**src/adcc_pkg.sv**
```systemverilog
// Shared constants and types for the converter control unit.
// Assumes an 8-bit register port and one synchronous clock domain.
package adcc_pkg;

  ////////////////////////////////////////////////////////////////////////////
  // Register offsets
  localparam logic [11:0] ADCC_OFF_CTL_ONE = 12'h0034;
  localparam logic [11:0] ADCC_OFF_CTL_TWO = 12'h0035;
  localparam logic [11:0] ADCC_OFF_RES_LOW = 12'h0036;
  localparam logic [11:0] ADCC_OFF_RES_HIGH = 12'h0037;

  ////////////////////////////////////////////////////////////////////////////
  // Field positions
  localparam int ADCC_C1_START_BIT = 7;
  localparam int ADCC_C1_MODE_HI = 6;
  localparam int ADCC_C1_MODE_LO = 5;
  localparam int ADCC_C1_ANALOG_INPUT_ENABLE_BIT = 4;
  localparam int ADCC_C1_CHAN_HI = 3;
  localparam int ADCC_C2_EOC_BIT = 7;
  localparam int ADCC_C2_BUSY_BIT = 6;
  localparam int ADCC_C2_TIME_HI = 2;

  ////////////////////////////////////////////////////////////////////////////
  // Encodings and reset values
  localparam logic [1:0] ADCC_MODE_OFF = 2'h0;
  localparam logic [1:0] ADCC_MODE_SINGLE = 2'h1;
  localparam logic [1:0] ADCC_MODE_REPEAT = 2'h3;
  localparam logic [2:0] ADCC_TIME_LAST = 3'h5;
  localparam logic [3:0] ADCC_CHAN_COUNT = 4'h8;
  localparam logic [7:0] ADCC_REG_RESET = 8'h00;
  localparam logic [9:0] ADCC_RESULT_RESET = 10'h000;

  ////////////////////////////////////////////////////////////////////////////
  // Timing: shortest conversion in fast-clock cycles, doubled per time code
  localparam int ADCC_BASE_CYCLES = 39;
  localparam int ADCC_CNT_W = 11;

  typedef enum logic [1:0] {
    ADCC_IDLE,
    ADCC_CONVERT,
    ADCC_STORE
  } adcc_state_t;

  typedef struct packed {
    logic [11:0] addr;
    logic [7:0] wdata;
    logic wr;
    logic rd;
  } adcc_bus_req_t;

  typedef struct packed {
    adcc_state_t state;
    logic start;
    logic [1:0] mode;
    logic analog_input_enable;
    logic [3:0] chan;
    logic [2:0] conv_time;
    logic busy;
    logic eoc;
    logic [9:0] result;
    logic low_read;
    logic [ADCC_CNT_W-1:0] cnt;
    logic [7:0] rdata;
    logic irq;
    logic [7:0] ain_en;
    logic active;
  } adcc_state_reg_t;

endpackage

```
**src/adcc_top.sv**
```systemverilog
// Control, sequencing and result logic of a 10-bit successive-approximation
// converter. Assumes the analog comparator chain outside delivers a settled
// code on sar_result by the end of the conversion time, and that the CPU
// side drives the register port synchronously to clk.
`timescale 1ns/1ns

module adcc_top #(
  parameter int BASE_CYCLES = adcc_pkg::ADCC_BASE_CYCLES
)
(
  input wire logic clk,
  input wire logic srst,
  input wire logic [11:0] bus_addr,
  input wire logic [7:0] bus_wdata,
  input wire logic bus_wr,
  input wire logic bus_rd,
  output logic [7:0] bus_rdata,
  input wire logic low_power_entry,
  input wire logic [9:0] sar_result,
  output logic [7:0] analog_channel_enable,
  output logic conversion_active,
  output logic conversion_done_irq
);

  ////////////////////////////////////////////////////////////////////////////
  // State

  adcc_pkg::adcc_state_reg_t state_reg;
  adcc_pkg::adcc_state_reg_t state_next;
  adcc_pkg::adcc_bus_req_t req;

  assign req.addr = bus_addr;
  assign req.wdata = bus_wdata;
  assign req.wr = bus_wr;
  assign req.rd = bus_rd;

  ////////////////////////////////////////////////////////////////////////////
  // Conversion length for a time code

  // Reserved codes fall back to the longest time so a stray setting never
  // shortens sampling below what the analog side can settle in.
  function automatic logic [adcc_pkg::ADCC_CNT_W-1:0] conv_cycles(
    input logic [2:0] code
  );
    logic [2:0] eff;
    logic [adcc_pkg::ADCC_CNT_W-1:0] base;
    eff = (code > adcc_pkg::ADCC_TIME_LAST) ? adcc_pkg::ADCC_TIME_LAST : code;
    base = adcc_pkg::ADCC_CNT_W'(BASE_CYCLES);
    conv_cycles = base << eff;
  endfunction

  ////////////////////////////////////////////////////////////////////////////
  // Channel enable decode

  logic [7:0] chan_decode;

  generate
    for (genvar i = 0; i < 8; i++)
    begin : g_chan
      assign chan_decode[i] = state_next.analog_input_enable && (state_next.chan == 4'(i));
    end
  endgenerate

  ////////////////////////////////////////////////////////////////////////////
  // Next-state logic

  logic is_ctl_one;
  logic is_ctl_two;
  logic is_res_low;
  logic is_res_high;
  logic mode_off_write;

  assign is_ctl_one = (req.addr == adcc_pkg::ADCC_OFF_CTL_ONE);
  assign is_ctl_two = (req.addr == adcc_pkg::ADCC_OFF_CTL_TWO);
  assign is_res_low = (req.addr == adcc_pkg::ADCC_OFF_RES_LOW);
  assign is_res_high = (req.addr == adcc_pkg::ADCC_OFF_RES_HIGH);
  assign mode_off_write = req.wr && is_ctl_one &&
    (req.wdata[adcc_pkg::ADCC_C1_MODE_HI:adcc_pkg::ADCC_C1_MODE_LO] ==
     adcc_pkg::ADCC_MODE_OFF);

  always_comb
  begin
    state_next = state_reg;
    state_next.irq = 1'b0;
    state_next.rdata = adcc_pkg::ADCC_REG_RESET;

    // Register writes
    if (req.wr && is_ctl_one)
    begin
      state_next.start = req.wdata[adcc_pkg::ADCC_C1_START_BIT];
      state_next.mode =
        req.wdata[adcc_pkg::ADCC_C1_MODE_HI:adcc_pkg::ADCC_C1_MODE_LO];
      state_next.analog_input_enable = req.wdata[adcc_pkg::ADCC_C1_ANALOG_INPUT_ENABLE_BIT];
      state_next.chan = req.wdata[adcc_pkg::ADCC_C1_CHAN_HI:0];
    end
    if (req.wr && is_ctl_two)
    begin
      // Bits 3..7 are not stored; bit 3 is expected to be written as zero
      state_next.conv_time = req.wdata[adcc_pkg::ADCC_C2_TIME_HI:0];
    end

    // Register reads: data stand in the following cycle only
    if (req.rd)
    begin
      if (is_ctl_one)
      begin
        state_next.rdata = {state_reg.start, state_reg.mode, state_reg.analog_input_enable,
          state_reg.chan};
      end
      else if (is_ctl_two)
      begin
        state_next.rdata = {state_reg.eoc, state_reg.busy, 3'h0,
          state_reg.conv_time};
      end
      else if (is_res_low)
      begin
        state_next.rdata = state_reg.result[7:0];
        state_next.low_read = 1'b1;
      end
      else if (is_res_high)
      begin
        state_next.rdata = {6'h00, state_reg.result[9:8]};
        state_next.low_read = 1'b0;
        state_next.eoc = 1'b0;
      end
      else
      begin
        state_next.rdata = adcc_pkg::ADCC_REG_RESET;
      end
    end

    // Sequencer; its flag sets come after the read clears so a set wins
    case (state_reg.state)
      adcc_pkg::ADCC_IDLE:
      begin
        if (state_reg.start)
        begin
          state_next.start = 1'b0;
          if (state_reg.mode == adcc_pkg::ADCC_MODE_SINGLE ||
              state_reg.mode == adcc_pkg::ADCC_MODE_REPEAT)
          begin
            state_next.state = adcc_pkg::ADCC_CONVERT;
            state_next.cnt = conv_cycles(state_reg.conv_time) -
              adcc_pkg::ADCC_CNT_W'(1);
            state_next.busy = 1'b1;
            if (state_reg.mode == adcc_pkg::ADCC_MODE_SINGLE)
            begin
              state_next.eoc = 1'b0;
            end
          end
        end
      end
      adcc_pkg::ADCC_CONVERT:
      begin
        if (state_reg.cnt == '0)
        begin
          state_next.state = adcc_pkg::ADCC_STORE;
        end
        else
        begin
          state_next.cnt = state_reg.cnt - adcc_pkg::ADCC_CNT_W'(1);
        end
      end
      adcc_pkg::ADCC_STORE:
      begin
        // One cycle of store overhead keeps well inside the allowed latency
        if (state_reg.low_read)
        begin
          // Torn read in progress: keep the old pair, drop the new code
          state_next.low_read = state_next.low_read;
        end
        else
        begin
          state_next.result = sar_result;
          state_next.eoc = 1'b1;
          state_next.irq = 1'b1;
        end
        if (state_reg.mode == adcc_pkg::ADCC_MODE_REPEAT)
        begin
          state_next.state = adcc_pkg::ADCC_CONVERT;
          state_next.cnt = conv_cycles(state_reg.conv_time) -
            adcc_pkg::ADCC_CNT_W'(1);
        end
        else
        begin
          state_next.state = adcc_pkg::ADCC_IDLE;
          state_next.busy = 1'b0;
        end
      end
      default:
      begin
        state_next.state = adcc_pkg::ADCC_IDLE;
        state_next.busy = 1'b0;
      end
    endcase

    // Forced stop: nothing in flight survives, no result is stored
    if (mode_off_write)
    begin
      state_next.state = adcc_pkg::ADCC_IDLE;
      state_next.busy = 1'b0;
      state_next.eoc = 1'b0;
      state_next.irq = 1'b0;
      state_next.result = adcc_pkg::ADCC_RESULT_RESET;
      state_next.low_read = 1'b0;
      state_next.cnt = '0;
    end

    // Low-power entry wins over the sequencer and a control write this cycle, except the chan and conv_time fields
    if (low_power_entry)
    begin
      state_next.state = adcc_pkg::ADCC_IDLE;
      state_next.start = 1'b0;
      state_next.mode = adcc_pkg::ADCC_MODE_OFF;
      state_next.analog_input_enable = 1'b0;
      state_next.busy = 1'b0;
      state_next.eoc = 1'b0;
      state_next.irq = 1'b0;
      state_next.result = adcc_pkg::ADCC_RESULT_RESET;
      state_next.low_read = 1'b0;
      state_next.cnt = '0;
    end

    state_next.ain_en = chan_decode;
    state_next.active = (state_next.state != adcc_pkg::ADCC_IDLE);
  end

  ////////////////////////////////////////////////////////////////////////////
  // State register

  always_ff @(posedge clk)
  begin
    if (srst)
    begin
      state_reg.state <= adcc_pkg::ADCC_IDLE;
      state_reg.start <= 1'b0;
      state_reg.mode <= adcc_pkg::ADCC_MODE_OFF;
      state_reg.analog_input_enable <= 1'b0;
      state_reg.chan <= 4'h0;
      state_reg.conv_time <= 3'h0;
      state_reg.busy <= 1'b0;
      state_reg.eoc <= 1'b0;
      state_reg.result <= adcc_pkg::ADCC_RESULT_RESET;
      state_reg.low_read <= 1'b0;
      state_reg.cnt <= '0;
      state_reg.rdata <= adcc_pkg::ADCC_REG_RESET;
      state_reg.irq <= 1'b0;
      state_reg.ain_en <= 8'h00;
      state_reg.active <= 1'b0;
    end
    else
    begin
      state_reg <= state_next;
    end
  end

  ////////////////////////////////////////////////////////////////////////////
  // Outputs, all straight from the state register

  assign bus_rdata = state_reg.rdata;
  assign analog_channel_enable = state_reg.ain_en;
  assign conversion_active = state_reg.active;
  assign conversion_done_irq = state_reg.irq;

endmodule

```
**config.mk**
```make
export PLATFORM = sky130hd
export DESIGN_NAME = adcc_top
export DESIGN_NICKNAME = d
export VERILOG_FILES = /design/src/adcc_pkg.sv /design/src/adcc_top.sv
export SDC_FILE = /design/constraint.sdc
export NUM_CORES = 1
export LEC_CHECK = 0
export BUFFER_PORTS_ARGS = -buffer_cell sky130_fd_sc_hd__buf_2
export CORE_ASPECT_RATIO = 0.6
export CORE_MARGIN = 2
export CORE_UTILIZATION = 55
export CTS_CLUSTER_DIAMETER = 40
export DETAILED_ROUTE_END_ITERATION = 6
export HOLD_SLACK_MARGIN = 0.06
export PLACE_DENSITY = 0.79
export REMOVE_ABC_BUFFERS = 1
export SLEW_MARGIN = 20
export SYNTH_ARGS = -nofsm -noshare
export SYNTH_HDL_FRONTEND = slang
export SYNTH_SLANG_ARGS = --single-unit
```
**constraint.sdc**
```tcl
create_clock -name clk -period 2.9 [get_ports clk]
set_clock_uncertainty 0.05 [all_clocks]
set_input_delay 0.58 -clock clk [delete_from_list [all_inputs] [get_ports clk]]
set_output_delay 0.58 -clock clk [all_outputs]
set_load 0.05 [all_outputs]
```
==> results list, run 1 <==
* Status: finished clean
- Number of cells on the worst reg-to-reg path: 7
- Maximum buffer depth of the clock tree: 2
- Worst setup slack before clock tree synthesis: between 300 and 400 ps
* Highest fanout seen on the critical path: 12
- Setup slack on the worst reg-to-reg path comes out at about 230 ps.
* CTS clock-pin slew for the worst setup and hold paths: 110 ps
* Number of pins exceeding their max-slew limit in the final report: 0
- For this design, the CTS-stage hold fixing added 0 buffers.
- Cells with a size suffix above 1 make up 26.3% of the layout.
- By area the synthesized netlist is led by dfxtp_1, nand2_1, mux2i_1.
* Final Setup Violations: 0
- Met3 routed WL: 673 um
- Across all layers, the routed design uses 2566 vias.
* Top-area cell type share of the netlist area: 37.1%
- Summing every instance area after synthesis gives 0.00297 mm2.
- In this run the tool buffered the top-level ports with 52 buffer cells.
- Highest metal layer with signal wires: met4
- First-pass GRT wire length: 11300 um
* Area of the core: 0.00513 mm2
* Kind of path behind the tightest hold check: reg -> reg
- Final-layout setup total negative slack: 0 ps
- Vias in the first global route: 2203
- Number of cells produced by synthesis: around 340
- Post-DR wirelength/cell: 15.9 um
* Count of unique library cells instantiated by Yosys: between 60 and 70
- Reg-to-Reg End: state_reg[28]
- Cell type with the highest aggregate area in the netlist: dfxtp_1
- The final count of hold timing violations came to 0.
- For this block, wires on met1 add up to 3570 um.
* HPWL after DPL: 5450 um
- Worst-Margin Slew: slightly below 800 ps
- Worst skew pair latency: slightly above 300 ps
- The H-tree was split into 2 levels.
- In this run, CTS created clock tree buffers numbering 5.
- The worst hold path was traced through 2 stages.
- For this block, the routed nets add up to 7020 um of wire.
- Clock sink count: 55
- In the finished design, the share of the clock period the worst path needs comes to around 92%.
- For this run the aggregate overflow at the end of global routing stands at 0.
* Max-cap violations: 0
- In this run, synthesis produced a sequential element count of 55.
* Worst-case hold path end point: state_reg[31]
- Ant. Diodes: 0
- Number of placement rows: 20
- Among all flip-flop cells after synthesis, the most frequent one is dfxtp_1.
* Post-synthesis async set-or-reset flop share: 0%
- Peak supply drop: 239 uV
- Static power due to leakage: 1.31 nW
* Clock tree from TritonCTS: yes
* Layout filler cell count: ~440
* Largest net degree at the start of global routing: 19
* Mean area per synthesized cell: 8.65 um2
- Via count normalized by instance count: 5.81
* Final period demand of the worst path: 2670 ps
- P&R area growth vs syn: 9.19%
* Area occupied by registers: approximately 0.0011 mm2
- Measured along the x axis, the die boundary spans just under 100 um.
* Critical Path RT: 3060 ps
- Number of design rule violations left after detail routing: 0
- WS Path Type: reg -> reg
* Post-CTS setup buffers: 0
* Met2 WL post-DR: approximately 2800 um
* Worst hold path startpoint: state_reg[31]
- Die ar.: 0.00602 mm2
* Worst r2r src: state_reg[53]
- The floorplan step set the die height to 60.9 um.
* Number of synthesized flops with an enable pin: 0
- Arr. time, crit path: about 2800 ps
- Relative slew slack: a little under half
- STA classifies the critical path startpoint as a flop.
* Setup WS post-layout: 228 ps
* Final layout net count: 413
- Dividing total power by cell area gives a power density of 389 mW/mm2.
* First-pass iteration count of the detailed router: 5
- Number of cells upsized or downsized after cts: 0
- Unrepaired setup endpoints after global routing: false
- Starting density of the core: 57.8%
* Final weighted congestion in routability-driven placement: approximately 1
- Boundary pin count: 53
- The register with the most flip-flops in the layout has 37 of them.
- The multi-input combinational cells in the finished layout cover a total of 0.00162 mm2.
- During synthesis, Yosys emitted a total of 0 warnings.
- GRT Resource Usage Total: ~24%
- The first routing iteration left 197 violations.
* Number of nets with antenna violations after detailed routing: 0
- Antenna violations before repair: 0
- Sequential cells were found to cover about 37% of the synthesized design area.
- Buffer type at the clock tree root: clkbuf_8
* Kind of end point of the critical path: flop
- Static timing analysis puts the maximum clock frequency at 0.374 GHz.
## kinds of logic (layout without fill, tap and decap cells)
group | after synthesis | in the layout | share of synthesized area [%]
AND/OR/NAND/NOR | 159 | 159 | 30.0
AO/OA/AOI/OAI | 62 | 62 | 14.2
flip-flops | 55 | 55 | 37.1
buffers and inverters | 39 | 72 | 8.18
multiplexers | 20 | 20 | 7.76
XOR/XNOR | 5 | 5 | 1.48
adder cells (fa/ha/maj) | 3 | 3 | 1.27
## where the power goes
group | total [mW] | internal, mW | switching, mW
Clock | 0.438 | 0.173 | 0.265
Sequential | 0.755 | 0.755 | 0.0000213
Combinational | 0.0677 | 0.0289 | 0.0387
Total | 1.26 | 0.957 | 0.304
## critical path, stage by stage, from the launching register on
cell and delay, ps:
dfxtp_1 580, nand2b_1 400, mux2i_2 360, ha_1 290
nand4_2 160, or4b_1 560, nand3_1 100, a21oi_1 70
## worst max-delay path by stage
stage	from	to	slack [ps]	cells past startpoint
finish	state_reg[53]	state_reg[28]	230	7
global route	state_reg[53]	state_reg[28]	100	7
CTS	state_reg[53]	state_reg[28]	310	7
detailed placement	state_reg[53]	state_reg[28]	340	7
global placement	bus_addr[1]	state_reg[27]	470	7
floorplan	bus_addr[3]	state_reg[26]	250	5
## per-layer routing
metal | vias to the layer above | global-route usage, %
li1 | 1257 | -
met1 | 1192 | 38.1
met2 | 113 | 33.3
met3 | 4 | 5.88
met4 | 0 | 4.11
met5 | - | 0
## cell usage after synthesis, types with 2 or more instances
master,number
a211oi_1,4
a21o_1,2
a21oi_1,23
a21oi_2,8
a22oi_1,2
a31o_2,3
a41o_1,3
and3_1,3
buf_2,10
buf_4,20
clkbuf_1,3
dfxtp_1,55
ha_1,3
inv_1,3
mux2i_1,16
mux4_2,2
nand2_1,53
nand2b_1,6
nand3_1,12
nand4_1,2
nor2_1,33
nor2b_1,8
nor3_1,7
nor3b_1,3
nor4_1,2
nor4b_1,2
o21ai_0,9
or3_1,2
or4_1,3
or4b_1,3
xnor2_1,2
xor2_1,3
## cells in the final DEF, fill, tap and decap left out, types with 7 or more instances in the layout
cell type / netlist / final
a21oi_1: 23 / 23
a21oi_2: 8 / 8
buf_2: 10 / 52
buf_4: 20 / 9
dfxtp_1: 55 / 55
mux2i_1: 16 / 16
nand2_1: 53 / 53
nand3_1: 12 / 12
nor2_1: 33 / 33
nor2b_1: 8 / 8
nor3_1: 7 / 7
o21ai_0: 9 / 9
## stage by stage
stage / instances / total power, mW / area (um2) / util (%) / hold slack, ps
floorplan: 307 / 0.794 / 2740 / - / 383
global placement: 434 / 0.837 / 3150 / 61.3 / 389
detailed placement: 434 / 0.839 / 3150 / 61.3 / 398
CTS: 442 / 1.26 / 3240 / 63.1 / 412
global route: 442 / 1.30 / 3240 / 63.1 / 427
finish: 442 / 1.26 / 3240 / 63.1 / 411
## layout make-up
cell class,instances,share of cell area [%]
timing repair buffer,61,10.1
inverter,3,0.348
tap,66,2.55
multi-input combinational,249,50.1
sequential,55,34.0
clock buffer,5,2.12
clock inverter,3,0.772
Power figures use the tool's default switching activity.
==> inputs of run 2 (changes only) <==
clock period = 3.3 ns   (was 2.9 ns; I/O delays follow)
==> results list, run 2 (same netlist as run 1, synthesis figures left out) <==
- 0 antenna diodes ended up in the layout.
- Final hold analysis gives a worst-case slack of 414 ps.
* Final period util: between 70% and 80%
- For the worst setup path, the data required time is between 3000 and 4000 ps.
- The initial antenna violation count is 0.
* Post-CTS Hold Fix Bufs: 0
- The worst-case IR drop observed on VDD is ~160 uV.
- STA puts the critical path data arrival time at 2790 ps.
- The worst path needs 2640 ps of the cycle, external delays included.
* Via count normalized by instance count: a little under 6
- Entering global routing, the biggest net connects 21 pins.
- Post-detailed-routing wire length: 7170 um
- The congestion estimate from routability-driven global placement came to 0.980.
- In the routed design, unresolved DRC markers number 0.
- Die outline height: around 61 um
* Combinational cell fraction of total power: ~5.3%
- The wire-length estimate of the detail-placed layout is about 5500 um.
* Switching power: 0.259 mW
- The die is 98.8 um wide.
- Hold violation count in the final report: 0
- Die ar.: around 0.006 mm2
- Detailed Route Iter0 Violations: 230
- Static power due to leakage: 1.30 nW
- In the layout the commonest cells are dfxtp_1, nand2_1, buf_2.
* Boundary pin count: 53
- Buffer type at the clock tree root: clkbuf_8
- At the pin with the least slew margin, the transition time is a little over 800 ps.
- The startpoint identified for the worst register-to-register timing path is state_reg[53].
- Unrepaired setup endpoints after global routing: false
* Starting density of the core: 57.8%
- Timing-limited maximum frequency: 0.379 GHz
* Final-layout setup total negative slack: 0 ps
- Area of the core: 0.00513 mm2
- The internal portion of the total power is approximately 0.86 mW.
- CTS built an H-tree with a depth of 2.
* Highest fanout seen on the critical path: 12
* First-pass iteration count of the detailed router: 5
- STA classifies the critical path startpoint as a flop.
- Pwr/cell area: 348 mW/mm2
- Reg-to-Reg End: state_reg[28]
- The register with the most flip-flops in the layout has 37 of them.
- Buffers inserted during clock tree synthesis total 5.
- The number of gates resized after CTS was 0.
* Worst-case register-to-register setup slack: 660 ps
* Relative slew slack: 45.1%
- The critical path ends at state_reg[28].
- For this run, the total global-route usage over all layers was measured as roughly a quarter.
* Post-DR wirelength/cell: 16.3 um
* Number of nets with antenna violations after detailed routing: 0
* First-pass GRT wire length: 11600 um
- Per report_power, the clock group accounts for between 30 and 40% of the total.
- Ratio of cells with drive above 1 in the final layout: 25.5%
* WS Path Type: reg -> reg
- Clock-pin slew was measured on the worst setup and hold paths at about 90 ps.
- Counting cells, the worst reg-to-reg path comes to 7.
* Via count: between 2000 and 3000
- TritonCTS built the clock tree.
- The run finished with clean final reports.
* Max-cap violations: 0
- Number of placement rows: 20
- In this run the worst setup path begins at state_reg[53].
* P&R area growth vs syn: 8.48%
* Most common library cell in the layout ignoring fill and taps: dfxtp_1
- Kind of path behind the tightest hold check: reg -> reg
- STA classifies the critical path endpoint as a flop.
* Final layout net count: 410
- The number of pins with negative max-slew slack in the final report is 0.
* Post-CTS setup buffers: 0
- Net switching is 23.1% of the power.
* Number of buffers added on ports: between 50 and 60
- Clock sink count: 55
- Vias in the first global route: 2192
- Final Setup Violations: 0
- Maximum buffer depth of the clock tree: 2
- Sequential cells account for 59.3% of the total power.
- Worst skew pair latency: 320 ps
- Global routing finished with a remaining overflow of 0.
run 2: cell types whose count changed in the layout (fill, tap and decap cells not counted):
cell,delta
clkinvlp_4,-1
clkbuf_1,+1
clkbuf_8,+1
buf_4,-3
clkinv_4,-1
run 2: cell type report:
class	count	area (um2)
Fill cell	445	1910
Multi-Input combinational cell	249	1620
Sequential cell	55	1100
Timing Repair Buffer	58	305
Clock buffer	7	86.3
Tap cell	66	82.6
Inverter	3	11.3
Clock inverter	1	8.76
run 2: power by group through the flow:
stage	Sequential [mW]	Clock (mW)	Combinational (mW)
global route	0.663	0.425	0.0634
finish	0.663	0.397	0.0590
global placement	0.679	0	0.0558
CTS	0.663	0.400	0.0582
detailed placement	0.679	0	0.0581
floorplan	0.679	0	0.0189
run 2: how the worst min path moves through the flow:
stage | startpoint | to | slack, ps | depth (start not counted)
after floorplan | state_reg[31] | state_reg[31] | 380 | 2
after global placement | state_reg[41] | state_reg[41] | 390 | 2
after detailed placement | state_reg[30] | state_reg[30] | 400 | 2
after CTS | state_reg[30] | state_reg[30] | 410 | 2
after global routing | state_reg[41] | state_reg[41] | 440 | 2
final | state_reg[30] | state_reg[30] | 410 | 2
run 2: layer usage:
| metal | vias up | global-route usage (%) | part of all wire [%] |
|---|---|---|---|
| met5 | - | 0 | 0 |
| met4 | 0 | 7.05 | 1.0 |
| met3 | 9 | 4.72 | 9.4 |
| met2 | 130 | 33.4 | 40 |
| met1 | 1165 | 40.5 | 50 |
| li1 | 1250 | - | - |
run 2: per-stage QoR:
stage	cell area, um2	setup WS, ps	utilization [%]	std cells	total power [mW]
finish	3220	663	62.7	439	1.12
global route	3220	455	62.7	439	1.15
CTS	3220	691	62.7	439	1.12
detailed placement	3120	621	60.9	431	0.737
global placement	3120	630	60.9	431	0.734
floorplan	2740	565	-	307	0.697
run 2: worst max-delay path, stage by stage (launching register included):
cell      delay [ps]
dfxtp_1          600
nand2b_1         400
mux2i_2          350
ha_1             280
nand4_2          150
or4b_1           540
nand3_1           90
a21oi_1           70
==> inputs of run 3 (changes only) <==
ABC_AREA = 1   (was not set)
CORE_UTILIZATION = 50   (was 55)
PLACE_DENSITY = 0.76   (was 0.79)
clock period = 2.2 ns   (was 3.3 ns; I/O delays follow)
==> results list, run 3 <==
- Kind of path behind the tightest hold check: in -> reg
* Final Setup Violations: 0
- Top library cells by usage in the layout, fill and taps aside: nand2_1, dfxtp_1, buf_2
- Worst-Margin Slew: 376 ps
- Layout filler cell count: between 500 and 600
* DIE WIDTH: between 100 and 150 um
* Peak supply drop: 334 uV
- 53 I/O pins were placed.
* WS Path Type: reg -> reg
- Adder-cell share of the synthesized area: 1.33%
* Post-detailed-routing wire length: 6410 um
- CP startpoint kind: flop
* First-pass iteration count of the detailed router: 5
- Die ar.: 0.00628 mm2
- Via count normalized by instance count: 5.08
- For the worst setup path, the data required time is between 2000 and 2500 ps.
- In this run the static leakage power is 1.47 nW.
* Clock tree from TritonCTS: yes
- Max-cap violations: 0
- At the worst endpoint, the arrival time is about 2100 ps.
- Number of synthesized flops with an enable pin: 0
- In the post-synthesis netlist, the cell with the most instances is nand2_1.
- H-tree depth: 2
- Clock sink count: 55
* Flip-flop count of the largest register, all copies and words added: 37
* Synth Area in Simple Gates: a little over a third
- Sequential cells were found to cover 39.0% of the synthesized design area.
- Once the floorplan was initialized, standard cells occupied 51.2% of the core.
* Summed instance area of the synthesized netlist: 0.00282 mm2
- The tree is rooted in a clkbuf_8.
- The number of pins with negative max-slew slack in the final report is 0.
* Post-CTS Hold Fix Bufs: 0
- Input and output buffers added on the ports amount to 52.
- Cells with a size suffix above 1 make up 22.5% of the layout.
* Largest net degree at the start of global routing: 19
- On the final layout, the worst hold slack is approximately 340 ps.
- Grt ovf: 0
* Number of cells upsized or downsized after cts: 0
* Ant. Diodes: 0
- Post-synthesis async set-or-reset flop share: 0%
- Flip-flop and latch count after synthesis: 55
- Status: finished clean
- Antenna violations before repair: 0
* Most common library cell in the layout ignoring fill and taps: nand2_1
* Via count: 2632
- Synthesized-area fraction occupied by ao, oa, aoi and oai cells: a little under an eighth
* Kind of end point of the critical path: flop
- Along the worst path, the maximum fanout reaches 18.
- Setup repair after global routing left no endpoint under its margin.
* Flip-flop cell with the highest count after synthesis: dfxtp_1
* GRT Resource Usage Total: 21.2%
* Synthesis Warnings: 0
- Synth cell count leaders: nand2_1, dfxtp_1, nand3_1, nor2_1, inv_1
- Worst skew pair latency: 300 ps
- Chain of cells forming the critical path: nand2_8 -> nand3_1 -> nand2_1 -> inv_2 -> ha_1 -> nand3_1 -> nor2_2 -> nand2_2 -> nor2_2 -> nand2_1 -> nand2_1 -> nand3_1 -> nand2_1 -> inv_1
- First-pass GRT wire length: 10700 um
* Number of nets with antenna violations after detailed routing: 0
- The smallest clock period supported by the final layout is computed as between 1500 and 2000 ps.
- After synthesis, the largest family of logic cells by area is simple AND/OR/NAND/NOR gates.
- From synthesis to final layout, the design area changed by 11.8%.
* Final weighted congestion in routability-driven placement: 0.993
- Cell type with the highest aggregate area in the netlist: dfxtp_1
- Die outline height: 62.2 um
* Vias in the first global route: 2313
- For this run, the post-layout net count is 486.
- Post-synthesis mux area share: 0%
- Final-layout setup total negative slack: 0 ps
* HPWL after DPL: about 5000 um
- Summing the areas of all xor and xnor instances in the mapped netlist gives 0.310% of the synthesized area.
- The region available for standard cell placement spans 0.00552 mm2.
- Cell repeated most along the worst path: nand2_1
- Clock-pin slew was measured on the worst setup and hold paths at about 100 ps.
- Mean area per synthesized cell: 6.92 um2
- After synthesis, the cell types taking the most area are dfxtp_1, nand2_1, nand3_1.
- The placed instances occupy a cell area of approximately 0.0030 mm2.
- In this run the power density over the cells is 528 mW/mm2.
- The final count of hold timing violations is 0.
* Clock buffers created by TritonCTS: 5
- Count of unique library cells instantiated by Yosys: 28
- Relative slew slack: roughly three quarters
- Number of cells produced by synthesis: approximately 400
- The floorplan has 21 rows.
* Post-CTS setup buffers: 0
- Maximum buffer depth of the clock tree: 2
* Top-area cell type share of the netlist area: 39.0%
- Timing-limited maximum frequency: between 0.5 and 0.6 GHz
* Detailed Route Iter0 Violations: 184
- In the final routed layout, each cell accounts on average for 12.4 um.
* Design area: between 0.003 and 0.004 mm2
- Cell with the largest stage delay on the worst path: dfxtp_1
- The final critical path takes up 89.3% of the cycle.
* Highest cell delay on the worst timing path: 510 ps
* Number of design rule violations left after detail routing: 0
run 3: logic make-up after synthesis:
| group | after synthesis |
|---|---|
| adder cells (fa/ha/maj) | 3 |
| buffers and inverters | 72 |
| XOR/XNOR | 1 |
| AND/OR/NAND/NOR | 214 |
| flip-flops | 55 |
| AO/OA/AOI/OAI | 63 |
run 3: where the power goes:
group / internal, mW / total (mW) / switching, mW
clock: 0.258 / 0.596 / 0.338
sequential: 0.995 / 0.995 / 0.0000318
combinational: 0.0319 / 0.0758 / 0.0439
run 3: area by class of cell:
| type | count | area, um2 | area share (%) |
|---|---|---|---|
| well taps | 69 | 86.3 | 2.74 |
| clock buffers | 6 | 82.6 | 2.62 |
| flip-flops and latches | 55 | 1100 | 35.0 |
| multi-input cells | 281 | 1390 | 44.1 |
| inverters | 49 | 186 | 5.91 |
| repair buffers | 56 | 290 | 9.20 |
| clock inverters | 2 | 16.3 | 0.515 |
run 3: stage by stage:
stage	util (%)	total power [mW]	worst slack, ps	std cells
floorplan	-	1.05	428	385
global placement	55.2	1.09	302	510
detailed placement	55.2	1.09	243	510
CTS	57.0	1.69	216	518
global route	57.2	1.73	23.6	518
finish	57.2	1.67	235	518
run 3: worst max-delay path, delay by kind of cell, from the launching register on:
family | cells | cell delay [ps]
buf+inv | 2 | 90
fa+ha+maj | 1 | 150
simple gates | 11 | 1090
flops | 1 | 510
run 3: worst paths after layout:
path                            slack (ps)            end          start  cells past startpoint
worst max-delay path                   230  state_reg[28]  state_reg[53]                     14
worst min-delay path                   340  state_reg[51]   bus_wdata[6]                      3
worst max register to register         230  state_reg[28]  state_reg[53]                     14
worst min register to register         430  state_reg[32]  state_reg[32]                      2
run 3: layer usage:
layer,part of all wire [%],routed length (um),vias to the layer above,GRT usage [%]
met5,0,0,-,0
met4,0.36,23,0,4.05
met3,5.6,362,2,4.50
met2,40,2570,80,29.3
met1,54,3460,1171,33.7
li1,-,-,1379,-
